$ cat config.mk
export PLATFORM = sky130hd
export DESIGN_NAME = quad_position_top
export DESIGN_NICKNAME = d
export VERILOG_FILES = /design/src/pkg/quad_pkg.sv /design/src/core/quad_position_top.sv /design/src/core/quad_decoder.sv
export VERILOG_INCLUDE_DIRS = /design/src /design/src/pkg
export SDC_FILE = /design/constraint.sdc
export NUM_CORES = 1
export LEC_CHECK = 0
export ABC_AREA = 0
export ABC_CLOCK_PERIOD_IN_PS = 15250
export CORE_MARGIN = 2
export CORE_UTILIZATION = 45
export DETAILED_ROUTE_END_ITERATION = 6
export DONT_BUFFER_PORTS = 1
export GPL_ROUTABILITY_DRIVEN = 0
export HOLD_SLACK_MARGIN = 0.06
export PLACE_DENSITY = 0.67
export SETUP_SLACK_MARGIN = 0.4
export SYNTH_ARGS = -nofsm -noshare
export SYNTH_HDL_FRONTEND = slang
export SYNTH_SLANG_ARGS = --single-unit
export TNS_END_PERCENT = 50
$ cat constraint.sdc
create_clock -name SYS_CLK -period 15.25 [get_ports SYS_CLK]
set_clock_uncertainty 0.1 [all_clocks]
set_input_delay 3.8125 -clock SYS_CLK [delete_from_list [all_inputs] [get_ports SYS_CLK]]
set_output_delay 3.8125 -clock SYS_CLK [all_outputs]
set_load 0.05 [all_outputs]
$ cat src/pkg/quad_map.svh
// Register offsets, field positions, reset values and sizes of the block
`ifndef QUAD_MAP_SVH
`define QUAD_MAP_SVH

// ************************************************************
// Register offsets (byte addresses)
// ************************************************************
`define QP_OFS_QSEL 8'h00
`define QP_OFS_CTRL 8'h04
`define QP_OFS_STAT 8'h08
`define QP_OFS_CMD 8'h0C
`define QP_BLK_LOAD 4'h1
`define QP_BLK_HOLD 4'h2
`define QP_BLK_COUNT 4'h3

// ************************************************************
// Field positions
// ************************************************************
`define QP_QSEL_BIT 0
`define QP_CTRL_ARM_LSB 0
`define QP_CTRL_RETRIG_LSB 4
`define QP_CTRL_ALT_LSB 8
`define QP_CMD_SNAP_LSB 0
`define QP_CMD_LOAD_LSB 8
`define QP_STAT_PHASE_LSB 0
`define QP_STAT_OUT_LSB 4
`define QP_STAT_PEND_LSB 8

// ************************************************************
// Sizes and reset values
// ************************************************************
`define QP_NCTR 4
`define QP_CTR_W 16
`define QP_CTR_MAX 16'hFFFF
`define QP_QSEL_RST 1'h0
`define QP_CTRL_RST 12'h000
`define QP_WORD_RST 16'h0000
`define QP_RESP_OK 2'h0
`define QP_RESP_ERR 2'h2

`endif

$ cat src/pkg/quad_pkg.sv
// Types shared by the quadrature position block
package quad_pkg;

  // Phase pair {a,b}; the usual path is a Gray walk
  typedef enum logic [1:0] {
    PH_00 = 2'h0,
    PH_10 = 2'h2,
    PH_11 = 2'h3,
    PH_01 = 2'h1
  } phase_t;

  typedef struct packed {
    logic alt_load;
    logic retrig;
    logic armed;
  } ctr_cfg_t;

  typedef struct packed {
    logic [4:0] src;
    logic [4:0] gate;
  } route_t;

  typedef enum logic [2:0] {
    SEL_NONE,
    SEL_QSEL,
    SEL_CTRL,
    SEL_STAT,
    SEL_CMD,
    SEL_LOAD,
    SEL_HOLD,
    SEL_COUNT
  } sel_kind_t;

  typedef struct packed {
    sel_kind_t kind;
    logic [1:0] idx;
  } reg_sel_t;

endpackage : quad_pkg

$ cat src/core/quad_position_top.sv
// Quadrature position input: decoders, counter routing, position counters
//
// Implementation choices: the AXI4-Lite interface to the registers and the register addresses.
`timescale 1ns/10ps
`default_nettype none
`include "quad_map.svh"

module quad_position_top
  import quad_pkg::*;
(
  input wire logic SYS_CLK,
  input wire logic SYS_RST,
  input wire logic [1:0] PHASE_A_INPUT,
  input wire logic [1:0] PHASE_B_INPUT,
  input wire logic [1:0] ZERO_MARK,
  input wire logic [3:0] EXT_TICK_IN,
  input wire logic [3:0] EXT_GATE_IN,
  output logic [4:0] COUNTER_SOURCE_IN,
  output logic [4:0] COUNTER_GATE_IN,
  output logic [3:0] COUNT_OUT,
  input wire logic [7:0] S_AXI_AWADDR,
  input wire logic S_AXI_AWVALID,
  output logic S_AXI_AWREADY,
  input wire logic [31:0] S_AXI_WDATA,
  input wire logic [3:0] S_AXI_WSTRB,
  input wire logic S_AXI_WVALID,
  output logic S_AXI_WREADY,
  output logic [1:0] S_AXI_BRESP,
  output logic S_AXI_BVALID,
  input wire logic S_AXI_BREADY,
  input wire logic [7:0] S_AXI_ARADDR,
  input wire logic S_AXI_ARVALID,
  output logic S_AXI_ARREADY,
  output logic [31:0] S_AXI_RDATA,
  output logic [1:0] S_AXI_RRESP,
  output logic S_AXI_RVALID,
  input wire logic S_AXI_RREADY
);

  localparam int NCTR = `QP_NCTR;
  localparam int CTRW = `QP_CTR_W;

  logic [1:0] fwd_p;
  logic [1:0] rev_p;
  logic [1:0] ph_lvl [2];
  logic [3:0] dir_pulse;
  logic [1:0] mark_s1_q;
  logic [1:0] mark_s2_q;
  logic [1:0] mark_d_q;
  logic [1:0] mark_edge;
  logic [3:0] tick_s1_q;
  logic [3:0] tick_s2_q;
  logic [3:0] gate_s1_q;
  logic [3:0] gate_s2_q;
  route_t route_q;
  logic qsel_q;
  logic [11:0] ctrl_q;
  ctr_cfg_t cfg [NCTR];
  logic [3:0] snap_q;
  logic [3:0] loadnow_q;
  logic [CTRW-1:0] load_q [NCTR];
  logic [CTRW-1:0] hold_q [NCTR];
  logic [CTRW-1:0] count_q [NCTR];
  logic [3:0] pend_q;
  logic [3:0] use_hold_q;
  logic [7:0] awaddr_q;
  logic [31:0] wdata_q;
  logic [3:0] wstrb_q;
  logic wr_fire;
  reg_sel_t wsel;
  reg_sel_t rsel;
  logic [31:0] rd_word;

  // ************************************************************
  // Helper functions
  // ************************************************************
  function automatic reg_sel_t decode(input logic [7:0] a);
    reg_sel_t s;
    s.kind = SEL_NONE;
    s.idx = a[3:2];
    if (a == `QP_OFS_QSEL) s.kind = SEL_QSEL;
    else if (a == `QP_OFS_CTRL) s.kind = SEL_CTRL;
    else if (a == `QP_OFS_STAT) s.kind = SEL_STAT;
    else if (a == `QP_OFS_CMD) s.kind = SEL_CMD;
    else if (a[1:0] == 2'h0) begin
      case (a[7:4])
        `QP_BLK_LOAD: s.kind = SEL_LOAD;
        `QP_BLK_HOLD: s.kind = SEL_HOLD;
        `QP_BLK_COUNT: s.kind = SEL_COUNT;
        default: s.kind = SEL_NONE;
      endcase
    end
    return s;
  endfunction : decode

  function automatic logic [15:0] merge16(input logic [15:0] old,
                                          input logic [31:0] d,
                                          input logic [3:0] strb);
    logic [15:0] r;
    r = old;
    if (strb[0]) r[7:0] = d[7:0];
    if (strb[1]) r[15:8] = d[15:8];
    return r;
  endfunction : merge16

  // ************************************************************
  // Decoders, one per channel
  // ************************************************************
  for (genvar c = 0; c < 2; c++) begin : g_dec
    quad_decoder u_dec (
      .clk(SYS_CLK),
      .rst(SYS_RST),
      .phase_a_input(PHASE_A_INPUT[c]),
      .phase_b_input(PHASE_B_INPUT[c]),
      .clockwise_pulse(fwd_p[c]),
      .counterclockwise_pulse(rev_p[c]),
      .phase_lvl(ph_lvl[c])
    );
  end

  assign dir_pulse = {rev_p[1], fwd_p[1], rev_p[0], fwd_p[0]};

  // ************************************************************
  // Pin synchronisers
  // ************************************************************
  always_ff @(posedge SYS_CLK or posedge SYS_RST) begin
    if (SYS_RST) begin
      tick_s1_q <= 4'h0;
      tick_s2_q <= 4'h0;
      gate_s1_q <= 4'h0;
      gate_s2_q <= 4'h0;
      mark_s1_q <= 2'h0;
      mark_s2_q <= 2'h0;
      mark_d_q <= 2'h0;
    end else begin
      tick_s1_q <= EXT_TICK_IN;
      tick_s2_q <= tick_s1_q;
      gate_s1_q <= EXT_GATE_IN;
      gate_s2_q <= gate_s1_q;
      mark_s1_q <= ZERO_MARK;
      mark_s2_q <= mark_s1_q;
      mark_d_q <= mark_s2_q;
    end
  end

  assign mark_edge = mark_s2_q & ~mark_d_q;

  // ************************************************************
  // Input routing toward the timing controller
  // ************************************************************
  always_ff @(posedge SYS_CLK or posedge SYS_RST) begin
    if (SYS_RST) begin
      route_q <= '0;
    end else begin
      route_q.src[1:0] <= tick_s2_q[1:0];
      route_q.src[2] <= qsel_q ? fwd_p[1] : tick_s2_q[2];
      route_q.src[3] <= qsel_q ? rev_p[1] : tick_s2_q[3];
      route_q.src[4] <= fwd_p[0];
      route_q.gate[3:0] <= gate_s2_q;
      route_q.gate[4] <= rev_p[0];
    end
  end

  assign COUNTER_SOURCE_IN = route_q.src;
  assign COUNTER_GATE_IN = route_q.gate;

  // ************************************************************
  // Register bus: write path
  // ************************************************************
  // Address and data may arrive in either order; the write fires once both
  // are held and no response is outstanding.
  assign wr_fire = ~S_AXI_AWREADY & ~S_AXI_WREADY & ~S_AXI_BVALID;
  assign wsel = decode(awaddr_q);

  always_ff @(posedge SYS_CLK or posedge SYS_RST) begin
    if (SYS_RST) begin
      S_AXI_AWREADY <= 1'b1;
      awaddr_q <= 8'h00;
    end else if (S_AXI_AWVALID && S_AXI_AWREADY) begin
      S_AXI_AWREADY <= 1'b0;
      awaddr_q <= S_AXI_AWADDR;
    end else if (S_AXI_BVALID && S_AXI_BREADY) begin
      S_AXI_AWREADY <= 1'b1;
    end
  end

  always_ff @(posedge SYS_CLK or posedge SYS_RST) begin
    if (SYS_RST) begin
      S_AXI_WREADY <= 1'b1;
      wdata_q <= 32'h00000000;
      wstrb_q <= 4'h0;
    end else if (S_AXI_WVALID && S_AXI_WREADY) begin
      S_AXI_WREADY <= 1'b0;
      wdata_q <= S_AXI_WDATA;
      wstrb_q <= S_AXI_WSTRB;
    end else if (S_AXI_BVALID && S_AXI_BREADY) begin
      S_AXI_WREADY <= 1'b1;
    end
  end

  always_ff @(posedge SYS_CLK or posedge SYS_RST) begin
    if (SYS_RST) begin
      S_AXI_BVALID <= 1'b0;
      S_AXI_BRESP <= `QP_RESP_OK;
    end else if (wr_fire) begin
      S_AXI_BVALID <= 1'b1;
      // Status and count words are read-only
      S_AXI_BRESP <= (wsel.kind == SEL_NONE || wsel.kind == SEL_STAT ||
                      wsel.kind == SEL_COUNT) ? `QP_RESP_ERR : `QP_RESP_OK;
    end else if (S_AXI_BREADY) begin
      S_AXI_BVALID <= 1'b0;
    end
  end

  // ************************************************************
  // Software registers
  // ************************************************************
  always_ff @(posedge SYS_CLK or posedge SYS_RST) begin
    if (SYS_RST) begin
      qsel_q <= `QP_QSEL_RST;
    end else if (wr_fire && wsel.kind == SEL_QSEL && wstrb_q[0]) begin
      qsel_q <= wdata_q[`QP_QSEL_BIT];
    end
  end

  always_ff @(posedge SYS_CLK or posedge SYS_RST) begin
    if (SYS_RST) begin
      ctrl_q <= `QP_CTRL_RST;
    end else if (wr_fire && wsel.kind == SEL_CTRL) begin
      ctrl_q <= 12'(merge16({4'h0, ctrl_q}, wdata_q, wstrb_q));
    end
  end

  // Command bits are one-cycle pulses; they never store
  always_ff @(posedge SYS_CLK or posedge SYS_RST) begin
    if (SYS_RST) begin
      snap_q <= 4'h0;
      loadnow_q <= 4'h0;
    end else if (wr_fire && wsel.kind == SEL_CMD && wstrb_q[0] &&
                 wstrb_q[1]) begin
      snap_q <= wdata_q[`QP_CMD_SNAP_LSB +: 4];
      loadnow_q <= wdata_q[`QP_CMD_LOAD_LSB +: 4];
    end else begin
      snap_q <= 4'h0;
      loadnow_q <= 4'h0;
    end
  end

  // ************************************************************
  // Position counters, two per channel
  // ************************************************************
  for (genvar i = 0; i < NCTR; i++) begin : g_ctr
    logic pulse;
    logic marker;

    assign cfg[i] = '{alt_load: ctrl_q[`QP_CTRL_ALT_LSB + i],
                      retrig: ctrl_q[`QP_CTRL_RETRIG_LSB + i],
                      armed: ctrl_q[`QP_CTRL_ARM_LSB + i]};
    assign pulse = dir_pulse[i] & cfg[i].armed;
    assign marker = mark_edge[i/2] & cfg[i].retrig;

    always_ff @(posedge SYS_CLK or posedge SYS_RST) begin
      if (SYS_RST) begin
        load_q[i] <= `QP_WORD_RST;
      end else if (wr_fire && wsel.kind == SEL_LOAD && wsel.idx == 2'(i)) begin
        load_q[i] <= merge16(load_q[i], wdata_q, wstrb_q);
      end
    end

    // A hardware snapshot wins over a software write in the same cycle
    always_ff @(posedge SYS_CLK or posedge SYS_RST) begin
      if (SYS_RST) begin
        hold_q[i] <= `QP_WORD_RST;
      end else if (marker) begin
        hold_q[i] <= count_q[i];
      end else if (snap_q[i]) begin
        hold_q[i] <= count_q[i];
      end else if (wr_fire && wsel.kind == SEL_HOLD &&
                   wsel.idx == 2'(i)) begin
        hold_q[i] <= merge16(hold_q[i], wdata_q, wstrb_q);
      end
    end

    // Marker pending: set wins over the clearing count pulse
    always_ff @(posedge SYS_CLK or posedge SYS_RST) begin
      if (SYS_RST) begin
        pend_q[i] <= 1'b0;
      end else if (marker) begin
        pend_q[i] <= 1'b1;
      end else if (pulse) begin
        pend_q[i] <= 1'b0;
      end
    end

    always_ff @(posedge SYS_CLK or posedge SYS_RST) begin
      if (SYS_RST) begin
        count_q[i] <= `QP_WORD_RST;
        COUNT_OUT[i] <= 1'b0;
        use_hold_q[i] <= 1'b0;
      end else if (loadnow_q[i]) begin
        count_q[i] <= load_q[i];
        use_hold_q[i] <= 1'b0;
      end else if (pulse) begin
        if (pend_q[i]) begin
          count_q[i] <= load_q[i];
        end else if (count_q[i] == `QP_CTR_MAX) begin
          // Terminal count: toggle and reload, alternating when asked
          count_q[i] <= use_hold_q[i] ? hold_q[i] : load_q[i];
          COUNT_OUT[i] <= ~COUNT_OUT[i];
          use_hold_q[i] <= cfg[i].alt_load & ~use_hold_q[i];
        end else begin
          count_q[i] <= count_q[i] + 16'h0001;
        end
      end
    end
  end

  // ************************************************************
  // Register bus: read path
  // ************************************************************
  assign rsel = decode(S_AXI_ARADDR);

  always_comb begin
    rd_word = 32'h00000000;
    case (rsel.kind)
      SEL_QSEL: rd_word[`QP_QSEL_BIT] = qsel_q;
      SEL_CTRL: rd_word[11:0] = ctrl_q;
      SEL_STAT: begin
        rd_word[`QP_STAT_PHASE_LSB +: 4] = {ph_lvl[1], ph_lvl[0]};
        rd_word[`QP_STAT_OUT_LSB +: 4] = COUNT_OUT;
        rd_word[`QP_STAT_PEND_LSB +: 4] = pend_q;
      end
      SEL_LOAD: rd_word[15:0] = load_q[rsel.idx];
      SEL_HOLD: rd_word[15:0] = hold_q[rsel.idx];
      SEL_COUNT: rd_word[15:0] = count_q[rsel.idx];
      default: rd_word = 32'h00000000;
    endcase
  end

  always_ff @(posedge SYS_CLK or posedge SYS_RST) begin
    if (SYS_RST) begin
      S_AXI_ARREADY <= 1'b1;
      S_AXI_RVALID <= 1'b0;
      S_AXI_RDATA <= 32'h00000000;
      S_AXI_RRESP <= `QP_RESP_OK;
    end else if (S_AXI_ARVALID && S_AXI_ARREADY) begin
      S_AXI_ARREADY <= 1'b0;
      S_AXI_RVALID <= 1'b1;
      S_AXI_RDATA <= rd_word;
      S_AXI_RRESP <= (rsel.kind == SEL_NONE) ? `QP_RESP_ERR : `QP_RESP_OK;
    end else if (S_AXI_RVALID && S_AXI_RREADY) begin
      S_AXI_RVALID <= 1'b0;
      S_AXI_ARREADY <= 1'b1;
    end
  end

endmodule : quad_position_top

`default_nettype wire

$ cat src/core/quad_decoder.sv
// Quadrature decoder: synchronises one phase pair, emits direction pulses
`timescale 1ns/10ps
`default_nettype none

module quad_decoder
  import quad_pkg::*;
(
  input wire logic clk,
  input wire logic rst,
  input wire logic phase_a_input,
  input wire logic phase_b_input,
  output logic clockwise_pulse,
  output logic counterclockwise_pulse,
  output logic [1:0] phase_lvl
);

  logic [1:0] sync1_q;
  logic [1:0] sync2_q;
  phase_t state_q;
  phase_t now_ph;

  // Next position along the clockwise walk (phase a leads)
  function automatic phase_t fwd_next(input phase_t p);
    case (p)
      PH_00: fwd_next = PH_10;
      PH_10: fwd_next = PH_11;
      PH_11: fwd_next = PH_01;
      PH_01: fwd_next = PH_00;
      default: fwd_next = PH_00;
    endcase
  endfunction : fwd_next

  // ************************************************************
  // Two-stage synchroniser
  // ************************************************************
  always_ff @(posedge clk or posedge rst) begin
    if (rst) begin
      sync1_q <= 2'h0;
      sync2_q <= 2'h0;
    end else begin
      sync1_q <= {phase_a_input, phase_b_input};
      sync2_q <= sync1_q;
    end
  end

  assign now_ph = phase_t'(sync2_q);

  // ************************************************************
  // Direction decode
  // ************************************************************
  always_ff @(posedge clk or posedge rst) begin
    if (rst) begin
      state_q <= PH_00;
      clockwise_pulse <= 1'b0;
      counterclockwise_pulse <= 1'b0;
    end else begin
      state_q <= now_ph;
      // Both phases flipping at once has no direction, so it is dropped
      clockwise_pulse <= (now_ph == fwd_next(state_q));
      counterclockwise_pulse <= (state_q == fwd_next(now_ph));
    end
  end

  always_ff @(posedge clk or posedge rst) begin
    if (rst) begin
      phase_lvl <= 2'h0;
    end else begin
      phase_lvl <= sync2_q;
    end
  end

endmodule : quad_decoder

`default_nettype wire

==> results.txt <==
Number of max-cap violations: 0
Final worst hold slack: 246 ps
Largest family of logic cells by synthesized area: multiplexers
Avg Inst Size Synth: 10.5 um^2
Fin. Hold Viols: 0
Predominant post-synthesis flop cell: dfrtp_1
Max clock buf depth: 3
Initial Utilization: 0.454
Largest stage delay, worst path: 1020 ps
Final Critical Period: 5600 ps
Register area share after synthesis: 0.475
DR vias/cell: 6.40
Clock Sinks: 322
Synth Cell Area: 17,000 um^2
Crit path max fanout: 57
Slowest cell on crit path: nor4b_1
Max transition margin: 0.203
Req. time, crit path: 15,620 ps
Most frequent cells after synthesis: dfrtp_1, nand2_1, mux2_2
Share of cells above drive strength 1: 0.198
Clk pin slew, worst setup/hold paths: 60 ps
Worst setup EP type: flop
Total power divided by cell area: 151 nW/um^2
PostCTS Resize Cnt: 0
TritonCTS buffer count: 38
Layout Area Growth over Synthesis: 8.83%
Residual DRC: 0
CP startpoint kind: input pin
Routed vias: 13,500
Vias in the first global route: 13,000
Final worst-path cycle share: 0.367
Final setup violation count: 0
Global-route wire length before repair: 81,900 um
Max Transition Viols Final: 0
Overall Global Routing Usage: 0.278
Mux contribution to synthesized area: 0.189
Fin worst setup slack: 9650 ps
Synth Register Bits: 322
Cells after synthesis: 1,616
Yosys Warn Count: 0
Initial antenna violation count: 1
Post-place setup slack: 9350 ps
Simple logic cell fraction of the synthesized area: 0.163
Remaining global-route overflow: 0
Hold/Removal Path Class: flop to flop
Die footprint: 39,300 um^2
IO Port Bufs: 0
CTS tree: done
RSZ-0062 raised after global routing: no
Synth cell types: 74
Hold Startpoint: gate_s1_q[0]$_DFF_PP0_
Detailed Routing Iterations Pass 1: 6
Design area: 18,500 um^2
DIE HEIGHT: 198 um
Crit path DAT: 5960 ps
Seq. cell area: 8060 um^2
XOR/XNOR share of the synthesized area: 0.0227
Worst-Skew Late Latency: 540 ps
Fill count: 3,355
# IOs: 128
Post-DP HPWL: 37,600 um
Setup crit start: S_AXI_ARADDR[3]
Root Driver: clkbuf_16
Top achievable clock speed: 179 MHz
Wire per inst: 25.5 um
NumNets Final: 1,647
Slew @ Worst Pin: 1180 ps
Adder-cell share of the synthesized area: 0.00295
Htree depth: 2
Cts hold-fix bufs: 0
Top cells by area, synth: dfrtp_1, mux2_2, mux4_2
Dominant cell type by area after synthesis: dfrtp_1
Iter 0 DRT Violations: 1,602
Total leakage power: 0.00795 uW
Row count: 71
Status: finished, final reports clean
Ys async rst share: 1.00
Synth Area in Compound Gates: 0.112
Top-area cell type share of the netlist area: 0.470
Fin util: 0.494
Worst r2r src: S_AXI_BVALID$_DFFE_PP0P_
Final WL: 53,700 um
Placed cell areas: 17,200 um^2
Postcts setup bufs: 0
Die Wd: 198 um
Post-DRT Antenna Nets: 0
Core ar.: 37,400 um^2
Max IR drop VDD: 134 uV
Most frequent cell after synthesis: dfrtp_1
CP Class: input pin to flop
Worst path cell trace: nor2b_1 -> nor4b_1 -> nand2_1 -> a31oi_1
EDFF count, synth: 0
Largest net degree at the start of global routing: 102
Area of the multi-input gates: 8400 um^2
Setup TNS: 0 ps
## per-stage QoR
| stage | std cells | power (uW) |
|---|---|---|
| floorplan | 1633 | 1640 |
| global placement | 2041 | 1850 |
| detailed placement | 2041 | 1870 |
| CTS | 2110 | 2790 |
| global route | 2110 | 2900 |
| finish | 2111 | 2800 |
## cell families after synthesis
group | Yosys count
simple gates | 570
flops | 322
compound gates | 304
mux | 247
buf+inv | 124
xor+xnor | 44
fa+ha+maj | 4
other cells | 1
## worst max-delay path, delay by kind of cell
kind | cells | cell delay [ps]
compound gates | 1 | 210
simple gates | 3 | 1900
## report_power, final
part           internal, uW  total (uW)  switching [uW]
combinational           228         486             258
sequential             1030        1400             369
clock                   547         918             371
total                  1800        2800             998
## sequential cells by signal, indices dropped and copies added (netlist names), 4 cells and up
signal               flops
COUNTER_GATE_IN          5
COUNTER_SOURCE_IN        5
COUNT_OUT                4
S_AXI_RDATA             16
awaddr_q                 8
count_q                 64
ctrl_q                  12
g_dec.u_dec.now_ph       4
g_dec.u_dec.state_q      4
g_dec.u_dec.sync1_q      4
gate_s1_q                4
gate_s2_q                4
hold_q                  64
load_q                  64
loadnow_q                4
pend_q                   4
snap_q                   4
tick_s1_q                4
tick_s2_q                4
use_hold_q               4
wdata_q                 16
## final timing paths
| check | endpoint | slack (ps) | cells after the start |
|---|---|---|---|
| max | S_AXI_RDATA[3]$_DFFE_PP0P_ | 9650 | 4 |
| min | gate_s2_q[0]$_DFF_PP0_ | 250 | 0 |
| max reg2reg | loadnow_q[2]$_DFF_PP0_ | 12380 | 5 |
| min reg2reg | gate_s2_q[0]$_DFF_PP0_ | 250 | 0 |
| max in group asynchronous | load_q[42]$_DFFE_PP0P_ | 10380 | 2 |
| min in group asynchronous | tick_s2_q[1]$_DFF_PP0_ | 3150 | 1 |
## area by class of cell
| cell class | instances | area share |
|---|---|---|
| multi-input combinational | 1187 | 0.454 |
| sequential | 322 | 0.436 |
| clock buffer | 54 | 0.0586 |
| tap | 511 | 0.0346 |
| clock inverter | 15 | 0.00894 |
| timing repair buffer | 12 | 0.00487 |
| inverter | 9 | 0.00223 |
| antenna | 1 | 0.000135 |
## layout by cell type (no fill, tap or decap), types with 32 or more instances in the layout
master / count
nor3_1: 37
mux2_2: 156
a21oi_1: 70
nor2_1: 137
mux4_2: 43
mux2i_1: 45
o21ai_0: 62
clkbuf_16: 39
nand3_1: 32
a31oi_1: 77
nand2_1: 211
dfrtp_1: 319
## routing by layer
| layer | GRT usage | up-vias | routed length, um |
|---|---|---|---|
| li1 | - | 5756 | - |
| met5 | 0 | - | 12 |
| met1 | 0.384 | 6800 | 21700 |
| met2 | 0.404 | 789 | 23100 |
| met4 | 0.140 | 2 | 2860 |
| met3 | 0.0744 | 166 | 6110 |
No activity file was read; power rests on OpenSTA's default activity.
